$ cat src/ilbt_pkg.sv
/*
 * Shared constants, mode type and decode functions for the inverting
 * latched bus transceiver.
 * Assumes a single 40 MHz clock domain and APB register access.
 */
package ilbt_pkg;

   localparam int DATA_W = 9;
   localparam int ADDR_W = 12;
   localparam int APB_W = 32;
   localparam int CNT_W = 16;
   localparam int DIR_FWD = 0;
   localparam int DIR_REV = 1;
   localparam int DIR_N = 2;

   // register byte offsets
   localparam logic [ADDR_W-1:0] CTRL_OFS = 12'h000;
   localparam logic [ADDR_W-1:0] FWD_OFS = 12'h004;
   localparam logic [ADDR_W-1:0] REV_OFS = 12'h008;
   localparam logic [ADDR_W-1:0] MODE_OFS = 12'h00C;
   localparam logic [ADDR_W-1:0] CAPT_OFS = 12'h010;

   // control register fields
   localparam int CTRL_SW_EN_BIT = 0;
   localparam int CTRL_SEL_FIRST_BIT = 1;
   localparam int CTRL_SEL_SECOND_BIT = 2;
   localparam int CTRL_CNT_CLR_BIT = 3;
   localparam int CTRL_W = 3;
   localparam logic [CTRL_W-1:0] CTRL_RESET = 3'h0;

   // mode status fields
   localparam int MODE_SEL_FIRST_BIT = 0;
   localparam int MODE_SEL_SECOND_BIT = 1;
   localparam int MODE_FWD_LSB = 2;
   localparam int MODE_REV_LSB = 4;
   localparam int MODE_BP_EN_BIT = 6;
   localparam int MODE_LOC_EN_BIT = 7;
   localparam int MODE_SW_EN_BIT = 8;
   localparam int CAPT_REV_LSB = 16;

   localparam logic [DATA_W-1:0] DATA_RESET = 9'h000;
   localparam logic [APB_W-1:0] APB_ZERO = 32'h0000_0000;
   localparam logic [CNT_W-1:0] CNT_ONE = 16'h0001;

   typedef enum logic [1:0] {
      ILBT_THRU  = 2'b00,
      ILBT_LATCH = 2'b01,
      ILBT_REG   = 2'b11
   } ilbt_mode_t;

   function automatic ilbt_mode_t ilbt_fwd_mode(input logic sel_first, input logic sel_second);
      if (sel_second) begin
         ilbt_fwd_mode = ILBT_REG;
      end else if (sel_first) begin
         ilbt_fwd_mode = ILBT_THRU;
      end else begin
         ilbt_fwd_mode = ILBT_LATCH;
      end
   endfunction

   function automatic ilbt_mode_t ilbt_rev_mode(input logic sel_first, input logic sel_second);
      if (sel_first == sel_second) begin
         ilbt_rev_mode = ILBT_LATCH;
      end else if (sel_second) begin
         ilbt_rev_mode = ILBT_REG;
      end else begin
         ilbt_rev_mode = ILBT_THRU;
      end
   endfunction

endpackage

$ cat src/ilbt_path_if.sv
/*
 * Carrier between the transceiver top and one direction's storage path.
 * Assumes both ends run on the same clock.
 */
`timescale 1ns/1ps
interface ilbt_path_if import ilbt_pkg::*; ();
   logic [DATA_W-1:0] data_in;
   logic lcle;
   ilbt_mode_t mode;
   logic [DATA_W-1:0] stored;
   logic [DATA_W-1:0] result;
   logic capture;

   modport ctrl (output data_in, lcle, mode, input stored, result, capture);
   modport path (input data_in, lcle, mode, output stored, result, capture);
endinterface

$ cat src/ilbt_path.sv
/*
 * One direction's data path: pass-through, transparent-low latch or
 * rising-edge register, always inverting.
 * Assumes inputs synchronous to clock_i; the top feeds them in unregistered.
 */
`timescale 1ns/1ps
module ilbt_path
   import ilbt_pkg::*;
(
   // clock and reset
   input wire logic clock_i,
   input wire logic sys_rst_i,
   // direction carrier
   ilbt_path_if.path pif
);

   logic lc_prev_q;
   logic [DATA_W-1:0] in_prev_q;
   logic [DATA_W-1:0] store_q;
   logic edge_w;
   logic transparent_w;

   assign edge_w = pif.lcle & ~lc_prev_q;
   assign transparent_w = (pif.mode == ILBT_LATCH) & ~pif.lcle;

   always_ff @(posedge clock_i) begin
      if (sys_rst_i) begin
         // track the pin so a level held through reset gives no false rise
         lc_prev_q <= pif.lcle;
         in_prev_q <= DATA_RESET;
      end else begin
         lc_prev_q <= pif.lcle;
         in_prev_q <= pif.data_in;
      end
   end

   // storage runs whatever the output enables say
   always_ff @(posedge clock_i) begin
      if (sys_rst_i) begin
         store_q <= DATA_RESET;
      end else begin
         case (pif.mode)
            ILBT_LATCH: begin
               if (!pif.lcle) begin
                  store_q <= pif.data_in;
               end
            end
            ILBT_REG: begin
               if (edge_w) begin
                  store_q <= in_prev_q;
               end
            end
            default: begin
               store_q <= store_q;
            end
         endcase
      end
   end

   assign pif.result = ~((pif.mode == ILBT_THRU || transparent_w) ? pif.data_in : store_q);
   assign pif.stored = store_q;
   assign pif.capture = edge_w & (pif.mode != ILBT_THRU);

endmodule

$ cat src/ilbt_top.sv
/*
 * Nine-bit inverting transceiver between a three-state local port and an
 * open-collector backplane port, with an APB window on its state.
 * Assumes all pins synchronous to clock_i; the bench resolves the
 * backplane wire from the enables, a released line reading high.
 */
// Behaviour
// - nine bits each with local and backplane pin, both directions
// - forward: thru if first high second low, register if second high, else latch
// - reverse: register if 0/1, latch if selects equal, thru if 1/0
// - forward latch transparent while forward enable low
// - forward latch keeps level just before enable rises
// - forward latch holds while enable high
// - forward register stores on forward enable rising edge
// - reverse latch transparent while reverse enable low
// - reverse latch keeps level just before enable rises
// - reverse latch holds while enable high
// - reverse register stores on reverse enable rising edge
// - all paths invert; backplane high means driver released
// - backplane drives only when high enable is high
// - backplane drives only when low enable is low
// - local pins driven only while local enable high
// - floating backplane input reads as high
// - storage keeps working while outputs are released
`timescale 1ns/1ps
module ilbt_top
   import ilbt_pkg::*;
(
   // clock and reset
   input wire logic clock_i,
   input wire logic sys_rst_i,
   // apb slave
   input wire logic psel_i,
   input wire logic penable_i,
   input wire logic pwrite_i,
   input wire logic [ADDR_W-1:0] paddr_i,
   input wire logic [APB_W-1:0] pwdata_i,
   output logic [APB_W-1:0] prdata_o,
   output logic pready_o,
   output logic pslverr_o,
   // mode and enables
   input wire logic mode_select_first_i,
   input wire logic mode_select_second_i,
   input wire logic forward_clock_latch_enable_i,
   input wire logic reverse_clock_latch_enable_i,
   input wire logic backplane_enable_high_i,
   input wire logic backplane_enable_low_i,
   input wire logic local_output_enable_i,
   // local port
   input wire logic [DATA_W-1:0] local_data_pins_i,
   output logic [DATA_W-1:0] local_data_pins_o,
   output logic [DATA_W-1:0] local_data_pins_oe_o,
   // backplane port
   input wire logic [DATA_W-1:0] backplane_data_pins_i,
   output logic [DATA_W-1:0] backplane_data_pins_o,
   output logic [DATA_W-1:0] backplane_data_pins_oe_o
);

   logic [CTRL_W-1:0] ctrl_q;
   logic sel_first_w;
   logic sel_second_w;
   logic bp_enable_w;
   ilbt_mode_t fwd_mode_w;
   ilbt_mode_t rev_mode_w;
   logic [DATA_W-1:0] loc_out_q;
   logic [DATA_W-1:0] loc_oe_q;
   logic [DATA_W-1:0] bp_out_q;
   logic [DATA_W-1:0] bp_oe_q;
   logic [CNT_W-1:0] cnt_q [DIR_N];
   logic [APB_W-1:0] prdata_q;
   logic pready_q;
   logic pslverr_q;
   logic apb_setup_w;
   logic apb_access_w;
   logic apb_write_w;
   logic cnt_clr_w;
   logic [APB_W-1:0] rd_data_w;
   logic rd_hit_w;

   ilbt_path_if pif [DIR_N] ();

   // effective selects: pins unless software takes over
   assign sel_first_w = ctrl_q[CTRL_SW_EN_BIT] ? ctrl_q[CTRL_SEL_FIRST_BIT]
                                               : mode_select_first_i;
   assign sel_second_w = ctrl_q[CTRL_SW_EN_BIT] ? ctrl_q[CTRL_SEL_SECOND_BIT]
                                                : mode_select_second_i;

   assign fwd_mode_w = ilbt_fwd_mode(sel_first_w, sel_second_w);
   assign rev_mode_w = ilbt_rev_mode(sel_first_w, sel_second_w);

   assign bp_enable_w = backplane_enable_high_i & ~backplane_enable_low_i;

   assign pif[DIR_FWD].data_in = local_data_pins_i;
   assign pif[DIR_FWD].lcle = forward_clock_latch_enable_i;
   assign pif[DIR_FWD].mode = fwd_mode_w;

   assign pif[DIR_REV].data_in = backplane_data_pins_i;
   assign pif[DIR_REV].lcle = reverse_clock_latch_enable_i;
   assign pif[DIR_REV].mode = rev_mode_w;

   generate
      for (genvar d = 0; d < DIR_N; d++) begin : g_dir
         ilbt_path u_path (
            .clock_i   (clock_i),
            .sys_rst_i (sys_rst_i),
            .pif       (pif[d])
         );

         always_ff @(posedge clock_i) begin
            if (sys_rst_i || cnt_clr_w) begin
               cnt_q[d] <= '0;
            end else if (pif[d].capture) begin
               cnt_q[d] <= cnt_q[d] + CNT_ONE;
            end
         end
      end
   endgenerate

   // local port drive
   always_ff @(posedge clock_i) begin
      if (sys_rst_i) begin
         loc_out_q <= DATA_RESET;
         loc_oe_q <= DATA_RESET;
      end else begin
         loc_out_q <= pif[DIR_REV].result;
         loc_oe_q <= {DATA_W{local_output_enable_i}};
      end
   end

   // backplane open-collector drive
   always_ff @(posedge clock_i) begin
      if (sys_rst_i) begin
         bp_out_q <= DATA_RESET;
         bp_oe_q <= DATA_RESET;
      end else begin
         bp_out_q <= pif[DIR_FWD].result;
         bp_oe_q <= {DATA_W{bp_enable_w}} & ~pif[DIR_FWD].result;
      end
   end

   // apb phases
   assign apb_setup_w = psel_i & ~penable_i;
   assign apb_access_w = psel_i & penable_i & pready_q;
   assign apb_write_w = apb_access_w & pwrite_i;
   assign cnt_clr_w = apb_write_w & (paddr_i == CTRL_OFS) & pwdata_i[CTRL_CNT_CLR_BIT];

   // read mux and address decode
   always_comb begin
      rd_data_w = APB_ZERO;
      rd_hit_w = 1'b1;
      case (paddr_i)
         CTRL_OFS: begin
            rd_data_w[CTRL_W-1:0] = ctrl_q;
         end
         FWD_OFS: begin
            rd_data_w[DATA_W-1:0] = pif[DIR_FWD].stored;
         end
         REV_OFS: begin
            rd_data_w[DATA_W-1:0] = pif[DIR_REV].stored;
         end
         MODE_OFS: begin
            rd_data_w[MODE_SEL_FIRST_BIT] = sel_first_w;
            rd_data_w[MODE_SEL_SECOND_BIT] = sel_second_w;
            rd_data_w[MODE_FWD_LSB +: 2] = fwd_mode_w;
            rd_data_w[MODE_REV_LSB +: 2] = rev_mode_w;
            rd_data_w[MODE_BP_EN_BIT] = bp_enable_w;
            rd_data_w[MODE_LOC_EN_BIT] = local_output_enable_i;
            rd_data_w[MODE_SW_EN_BIT] = ctrl_q[CTRL_SW_EN_BIT];
         end
         CAPT_OFS: begin
            rd_data_w[CNT_W-1:0] = cnt_q[DIR_FWD];
            rd_data_w[CAPT_REV_LSB +: CNT_W] = cnt_q[DIR_REV];
         end
         default: begin
            rd_hit_w = 1'b0;
         end
      endcase
   end

   // one wait-free access phase: ready in first access cycle
   always_ff @(posedge clock_i) begin
      if (sys_rst_i) begin
         pready_q <= 1'b0;
         pslverr_q <= 1'b0;
         prdata_q <= APB_ZERO;
      end else if (apb_setup_w) begin
         pready_q <= 1'b1;
         pslverr_q <= ~rd_hit_w;
         prdata_q <= pwrite_i ? APB_ZERO : rd_data_w;
      end else begin
         pready_q <= 1'b0;
         pslverr_q <= 1'b0;
         prdata_q <= APB_ZERO;
      end
   end

   // control register write
   always_ff @(posedge clock_i) begin
      if (sys_rst_i) begin
         ctrl_q <= CTRL_RESET;
      end else if (apb_write_w && paddr_i == CTRL_OFS) begin
         ctrl_q <= pwdata_i[CTRL_W-1:0];
      end
   end

   assign prdata_o = prdata_q;
   assign pready_o = pready_q;
   assign pslverr_o = pslverr_q;
   assign local_data_pins_o = loc_out_q;
   assign local_data_pins_oe_o = loc_oe_q;
   assign backplane_data_pins_o = bp_out_q;
   assign backplane_data_pins_oe_o = bp_oe_q;

endmodule

$ cat config.mk
export PLATFORM = sky130hd
export DESIGN_NAME = ilbt_top
export DESIGN_NICKNAME = d
export VERILOG_FILES = /design/src/ilbt_pkg.sv /design/src/ilbt_path_if.sv /design/src/ilbt_path.sv /design/src/ilbt_top.sv
export SDC_FILE = /design/constraint.sdc
export NUM_CORES = 1
export LEC_CHECK = 0
export BUFFER_PORTS_ARGS = -buffer_cell sky130_fd_sc_hd__buf_2
export CAP_MARGIN = 25
export CORE_ASPECT_RATIO = 1.75
export CORE_MARGIN = 3
export CORE_UTILIZATION = 54
export DETAILED_ROUTE_END_ITERATION = 12
export PLACE_DENSITY = 0.81
export RECOVER_POWER = 100
export SETUP_SLACK_MARGIN = 0.2
export SYNTH_ARGS = -nofsm -noshare
export SYNTH_HDL_FRONTEND = slang
export SYNTH_HIERARCHICAL = 1
export SYNTH_SLANG_ARGS = --single-unit
$ cat constraint.sdc
create_clock -name clock_i -period 2.7 [get_ports clock_i]
set_input_delay 0.54 -clock clock_i [delete_from_list [all_inputs] [get_ports clock_i]]
set_output_delay 0.54 -clock clock_i [all_outputs]
set_load 0.02 [all_outputs]
==> flow_metrics.env, run 1 <==
export IMPL_nets=763
export IMPL_core_um2=10800
export IMPL_holdWs_ns=0.326
export IMPL_hp_class="input port to flip-flop"
export IMPL_row_count=50
export IMPL_critPathTopFamily="simple AND/OR/NAND/NOR gates"
export IMPL_synth_area_top_cells="dfxtp_1, edfxtp_1, a221oi_2"
export IMPL_drive_gt1_frac=0.154
export IMPL_cts_max_level=4
export IMPL_path_clk_slew_ns=0.06
export IMPL_worstSetupEndpointType="flip-flop"
export IMPL_critical_path_arrival_ns=2.46
export IMPL_yosysMostFrequentCell="dfxtp_1"
export IMPL_syn_cell_area_um2=6020
export IMPL_hold_viol_final=0
export IMPL_timing_max_cap_violations=0
export IMPL_die_w_um=85.8
export IMPL_die_area_um2=12500
export IMPL_fmax_mhz=421
export IMPL_min_from="penable_i"
export IMPL_post_place_ws_ns=0.168
export IMPL_cp_max_fo=16
export IMPL_clk_latency_ns=0.42
export IMPL_setup_violations=0
export IMPL_synth_cells=578
export IMPL_power_leakage_nw=2.55
export IMPL_relSlewSlack=0.223
export IMPL_fin_crit_sh=0.879
export IMPL_netlist_area_leader_share=0.343
export IMPL_synth_flop_cell="dfxtp_1"
export IMPL_cts_tree="done"
export IMPL_slowest_delay_ns=0.53
export IMPL_area_delta_synth_final_pct=14.2
export IMPL_min_period_ns=2.37
export IMPL_yosys_warnings=6
export IMPL_synth_seq_cells=135
export IMPL_numCtsBuffers=17
export IMPL_die_h_um=146
export IMPL_worst_slack_ns=0.326
export IMPL_ys_seq_area_frac=0.502
export IMPL_grt_overflow=0
export IMPL_synth_top_area_cell="dfxtp_1"
export IMPL_final_max_slew_violation_count=0
export IMPL_hpwl_um=9840
export IMPL_viasPerCell=5.62
export IMPL_tightest_slew_ns=1.16
export IMPL_p_per_area_nw_per_um2=695
export IMPL_wirelength_um=13500
export IMPL_antenna_found_initial=2
export IMPL_n_fill_cell=946
export IMPL_portBuffers=115
export IMPL_grt_max_degree=37
export IMPL_drc_errors=0
export IMPL_post_cts_buffers=0
export IMPL_grt_pass1_vias=4561
export IMPL_pin_count=144
export IMPL_cp_start_kind="flip-flop"
export IMPL_grt_first_pass_wirelength_um=22000
export IMPL_cts_num_sinks=135
export IMPL_ant_nets=0
export IMPL_first_pass_iters=5
export IMPL_rsz0062_at_grt="false"
export IMPL_num_vias=4669
export IMPL_final_setup_tns_ns=0
export IMPL_ctsResizeCount=0
export IMPL_synth_edf_count=32
export IMPL_worstPathRequired_ns=2.78
export IMPL_synth_async_sr_flop_share=0
export IMPL_cp_common_cell="nor2_1"
export IMPL_synth_area_per_cell_um2=10.4
export IMPL_drt_first_iter_violations=263
export IMPL_gp_routability_congestion=0.895
export IMPL_clockRootBuffer="clkbuf_16"
export IMPL_ir_drop_mv=0.507
export IMPL_rr_startpoint="ctrl_q[0]"
export IMPL_synth_common_cells="dfxtp_1, nor2_1, nor2b_1"
export IMPL_cp_slowest_cell="or3b_2"
export IMPL_power_total_mw=4.78
export IMPL_fin_worst_skew_ns=0.0102
export IMPL_synth_nets=654
export IMPL_wire_per_inst_um=16.2
export IMPL_final_core_util=0.639
export IMPL_worst_path_buf_inv=1
export IMPL_clockBufferDepth=2
export IMPL_crit_type="flip-flop to flip-flop"
export IMPL_start_util=0.559
export IMPL_critPathLaunch="ctrl_q[0]"
export IMPL_cts_hold_buffers=0
export IMPL_path_cells="or3b_2, and2_1, nor2_1, nor2_1, a211o_1, clkbuf_2"
export IMPL_status="complete, no violations"
export IMPL_grt_total_usage=0.222
export IMPL_synth_cell_type_count=60
[final cells by class]
type,count,area [um^2],share of cell area
Inverter,26,97.6,0.0142
Antenna cell,1,2.50,0.000364
Timing Repair Buffer,131,598,0.0870
Sequential cell,135,3020,0.440
Multi-Input combinational cell,376,2440,0.355
Clock buffer,19,454,0.0661
Tap cell,130,163,0.0237
Clock inverter,13,92.6,0.0135
[cells by family (layout without fill, tap and decap cells)]
logic type	after synthesis	in the layout	share of synthesized area
DFF	135	135	0.502
muxes	6	6	0.0102
adders and majority gates	2	2	0.00416
other	0	1	0
buffers and inverters	67	189	0.0699
and+or+nand+nor	240	240	0.225
AOI/OAI and AO/OA	105	105	0.154
xor gates and xnor gates	23	23	0.0335
[report_power, final]
group	total, mW	internal, mW	switching (mW)	leakage, nW
registers	2.23	2.17	0.0638	1.19
clock network	2.11	1.24	0.871	0.280
logic	0.436	0.167	0.269	1.09
[routing by layer]
layer | share of wire | up-vias | GRT usage
met5 | 0.00052 | - | 0
met4 | 0.032 | 2 | 0.0983
met3 | 0.056 | 35 | 0.0618
met2 | 0.54 | 152 | 0.396
met1 | 0.37 | 2231 | 0.239
li1 | - | 2249 | -
[path summary, 6_finish.rpt]
path / end / slack (ns) / cells after the start
worst max-delay path: cnt_q[0][10] / 0.33 / 6
worst min-delay path: pready_o / 0.33 / 2
worst max register to register: cnt_q[0][10] / 0.33 / 6
worst min register to register: g_dir[1].u_path/pif.stored[5] / 0.50 / 2
[stage by stage]
stage | instances | instance area (um^2)
after floorplan | 578 | 6020
after global placement | 798 | 6580
after detailed placement | 798 | 6580
after CTS | 830 | 7120
after global routing | 831 | 6870
final | 831 | 6870
[sequential cells by signal (all words and copies together) (netlist names)]
register,count
backplane_data_pins_o,9
backplane_data_pins_oe_o,9
cnt_q,32
ctrl_q,3
g_dir.u_path/in_prev_q,18
g_dir.u_path/lc_prev_q,2
g_dir.u_path/pif.stored,18
local_data_pins_o,9
local_data_pins_oe_o,1
prdata_o,32
pready_o,1
pslverr_o,1
[layout by cell type (no fill, tap or decap), types with 10 or more instances in the layout]
| cell type | netlist | layout |
|---|---|---|
| xor2_1 | 15 | 15 |
| dfxtp_1 | 103 | 103 |
| a221oi_1 | 0 | 13 |
| nand2_1 | 13 | 13 |
| clkbuf_16 | 0 | 18 |
| clkbuf_1 | 12 | 75 |
| o21ai_0 | 10 | 10 |
| buf_2 | 1 | 43 |
| inv_1 | 26 | 26 |
| edfxtp_1 | 32 | 32 |
| nand4_1 | 11 | 11 |
| o32ai_1 | 18 | 18 |
| nand3_1 | 15 | 15 |
| nor2_1 | 69 | 69 |
| or2b_1 | 16 | 16 |
| nor2b_1 | 40 | 40 |
| a21oi_1 | 30 | 30 |
| and2_1 | 27 | 23 |
No activity file was read; power rests on OpenSTA's default activity.
==> run 2: changes to the inputs <==
--- a/config.mk
+++ b/config.mk
@@ -11,7 +11,7 @@
 export CORE_MARGIN = 3
 export CORE_UTILIZATION = 54
 export DETAILED_ROUTE_END_ITERATION = 12
-export PLACE_DENSITY = 0.81
+export PLACE_DENSITY = 0.87
 export RECOVER_POWER = 100
 export SETUP_SLACK_MARGIN = 0.2
 export SYNTH_ARGS = -nofsm -noshare
==> flow_metrics.env, run 2 (synthesis results as in run 1) <==
export IMPL_hp_class="input port to flip-flop"
export IMPL_final_common_cell="dfxtp_1"
export IMPL_timing_max_cap_violations=0
export IMPL_wire_per_inst_um=16.7
export IMPL_wirelength_um=13900
export IMPL_r2r_cells=6
export IMPL_cp_start_kind="input port"
export IMPL_grt_pass1_vias=4860
export IMPL_start_util=0.559
export IMPL_min_period_ns=2.48
export IMPL_ir_drop_mv=0.510
export IMPL_drt_first_iter_violations=298
export IMPL_drc_errors=0
export IMPL_switching_share=0.239
export IMPL_portBuffers=115
export IMPL_clockRootBuffer="clkbuf_16"
export IMPL_grt_first_pass_wirelength_um=22600
export IMPL_relSlewSlack=0.194
export IMPL_power_frac_seq=0.458
export IMPL_fin_crit_sh=0.920
export IMPL_clk_latency_ns=0.41
export IMPL_fin_worst_skew_ns=0.00572
export IMPL_p_per_area_nw_per_um2=707
export IMPL_final_setup_tns_ns=0
export IMPL_setup_violations=0
export IMPL_antenna_found_initial=0
export IMPL_grt_max_degree=62
export IMPL_status="complete, no violations"
export IMPL_power_frac_comb=0.090
export IMPL_diodes=0
export IMPL_slowest_delay_ns=0.60
export IMPL_critPathLaunch="forward_clock_latch_enable_i"
export IMPL_core_um2=10800
export IMPL_p_int_mw=3.71
export IMPL_post_cts_buffers=0
export IMPL_clockBufferDepth=2
export IMPL_area_delta_synth_final_pct=14.7
export IMPL_cts_num_sinks=135
export IMPL_grt_met1_usage=0.237
export IMPL_grt_busiest_layer="met2"
export IMPL_min_from="penable_i"
export IMPL_die_w_um=85.8
export IMPL_ant_nets=0
export IMPL_nets=763
export IMPL_viasPerCell=5.68
export IMPL_path_cells="clkbuf_1, nand2b_1, nor2_1, a211o_1, clkbuf_2"
export IMPL_cts_tree="done"
export IMPL_grt_total_usage=0.228
export IMPL_crit_type="input port to flip-flop"
export IMPL_fmax_mhz=403
export IMPL_cp_slowest_cell="clkbuf_1"
export IMPL_hpwl_um=9860
export IMPL_worstPathRequired_ns=2.76
export IMPL_critical_path_arrival_ns=2.54
export IMPL_final_max_slew_violation_count=0
export IMPL_drive_gt1_frac=0.153
export IMPL_cts_hold_buffers=0
export IMPL_ctsResizeCount=0
export IMPL_power_switching_mw=1.17
export IMPL_grt_use_met3=0.0567
export IMPL_p_clk_frac=0.452
export IMPL_power_leakage_nw=2.55
export IMPL_rr_startpoint="ctrl_q[0]"
export IMPL_die_h_um=146
export IMPL_rrSetupSlack_ns=0.25
export IMPL_row_count=50
export IMPL_gp_routability_congestion=0.894
export IMPL_tightest_slew_ns=1.21
export IMPL_whs_path_depth=2
export IMPL_hold_viol_final=0
export IMPL_worstSetupEndpointType="flip-flop"
export IMPL_rsz0062_at_grt="false"
export IMPL_numCtsBuffers=17
export IMPL_grt_overflow=0
export IMPL_die_area_um2=12500
export IMPL_first_pass_iters=5
export IMPL_num_vias=4714
export IMPL_final_cell_mix="dfxtp_1, clkbuf_1, nor2_1, buf_2, nor2b_1"
export IMPL_cts_max_level=4
export IMPL_cp_max_fo=16
export IMPL_pin_count=144
export IMPL_path_clk_slew_ns=0.06
export IMPL_met2_usage=0.418
export IMPL_power_total_mw=4.88
==> run 2: cell types whose count changed in the layout (fill, tap and decap cells not counted), sizes merged <==
cell | before | now
buf | 52 | 49
inv | 33 | 27
bufinv | 0 | 2
clkinv | 6 | 8
clkinvlp | 0 | 1
clkbuf | 98 | 102
diode | 1 | 0
==> run 2: stage by stage <==
step | std cells | cell area, um^2 | utilization | worst slack [ns] | hold WS [ns]
2_1_floorplan | 578 | 6020 | - | 0.232 | 0.432
3_3_place_gp | 798 | 6580 | 0.611 | 0.113 | 0.478
3_5_place_dp | 798 | 6580 | 0.611 | 0.0867 | 0.490
4_1_cts | 830 | 7150 | 0.665 | 0.397 | 0.313
5_1_grt | 830 | 6900 | 0.642 | 0.117 | 0.327
6_report | 830 | 6900 | 0.642 | 0.217 | 0.329
==> run 2: critical path, delay by kind of cell <==
kind	cells	cell delay (ns)
buf+inv	2	0.98
simple gates	2	0.84
compound gates	1	0.17
==> run 2: final cells by class <==
| type | instances | area (um^2) |
|---|---|---|
| fill | 904 | 3860 |
| timing repair buffer | 131 | 579 |
| multi-input combinational | 376 | 2470 |
| clock inverter | 12 | 128 |
| clock buffer | 20 | 447 |
| sequential | 135 | 3020 |
| inverter | 26 | 97.6 |
| tap | 130 | 163 |
==> run 2: path summary, 6_finish.rpt <==
kind / endpoint
setup / recovery: cnt_q[0][13]
hold / removal: pready_o
setup reg to reg: cnt_q[0][13]
hold reg to reg: g_dir[1].u_path/pif.stored[6]
==> run 2: power groups by stage <==
| stage | combinational (mW) | sequential [mW] | clock [mW] |
|---|---|---|---|
| finish | 0.440 | 2.24 | 2.21 |
| global route | 0.481 | 2.25 | 2.33 |
| CTS | 0.480 | 2.23 | 2.23 |
| detailed placement | 0.474 | 2.28 | 0 |
| global placement | 0.458 | 2.27 | 0 |
| floorplan | 0.310 | 2.29 | 0 |
==> run 2: per-layer routing <==
| layer | vias to the layer above | share of wire |
|---|---|---|
| met5 | - | 0 |
| met4 | 0 | 0.036 |
| met3 | 39 | 0.053 |
| met2 | 163 | 0.54 |
| met1 | 2261 | 0.37 |
| li1 | 2251 | - |
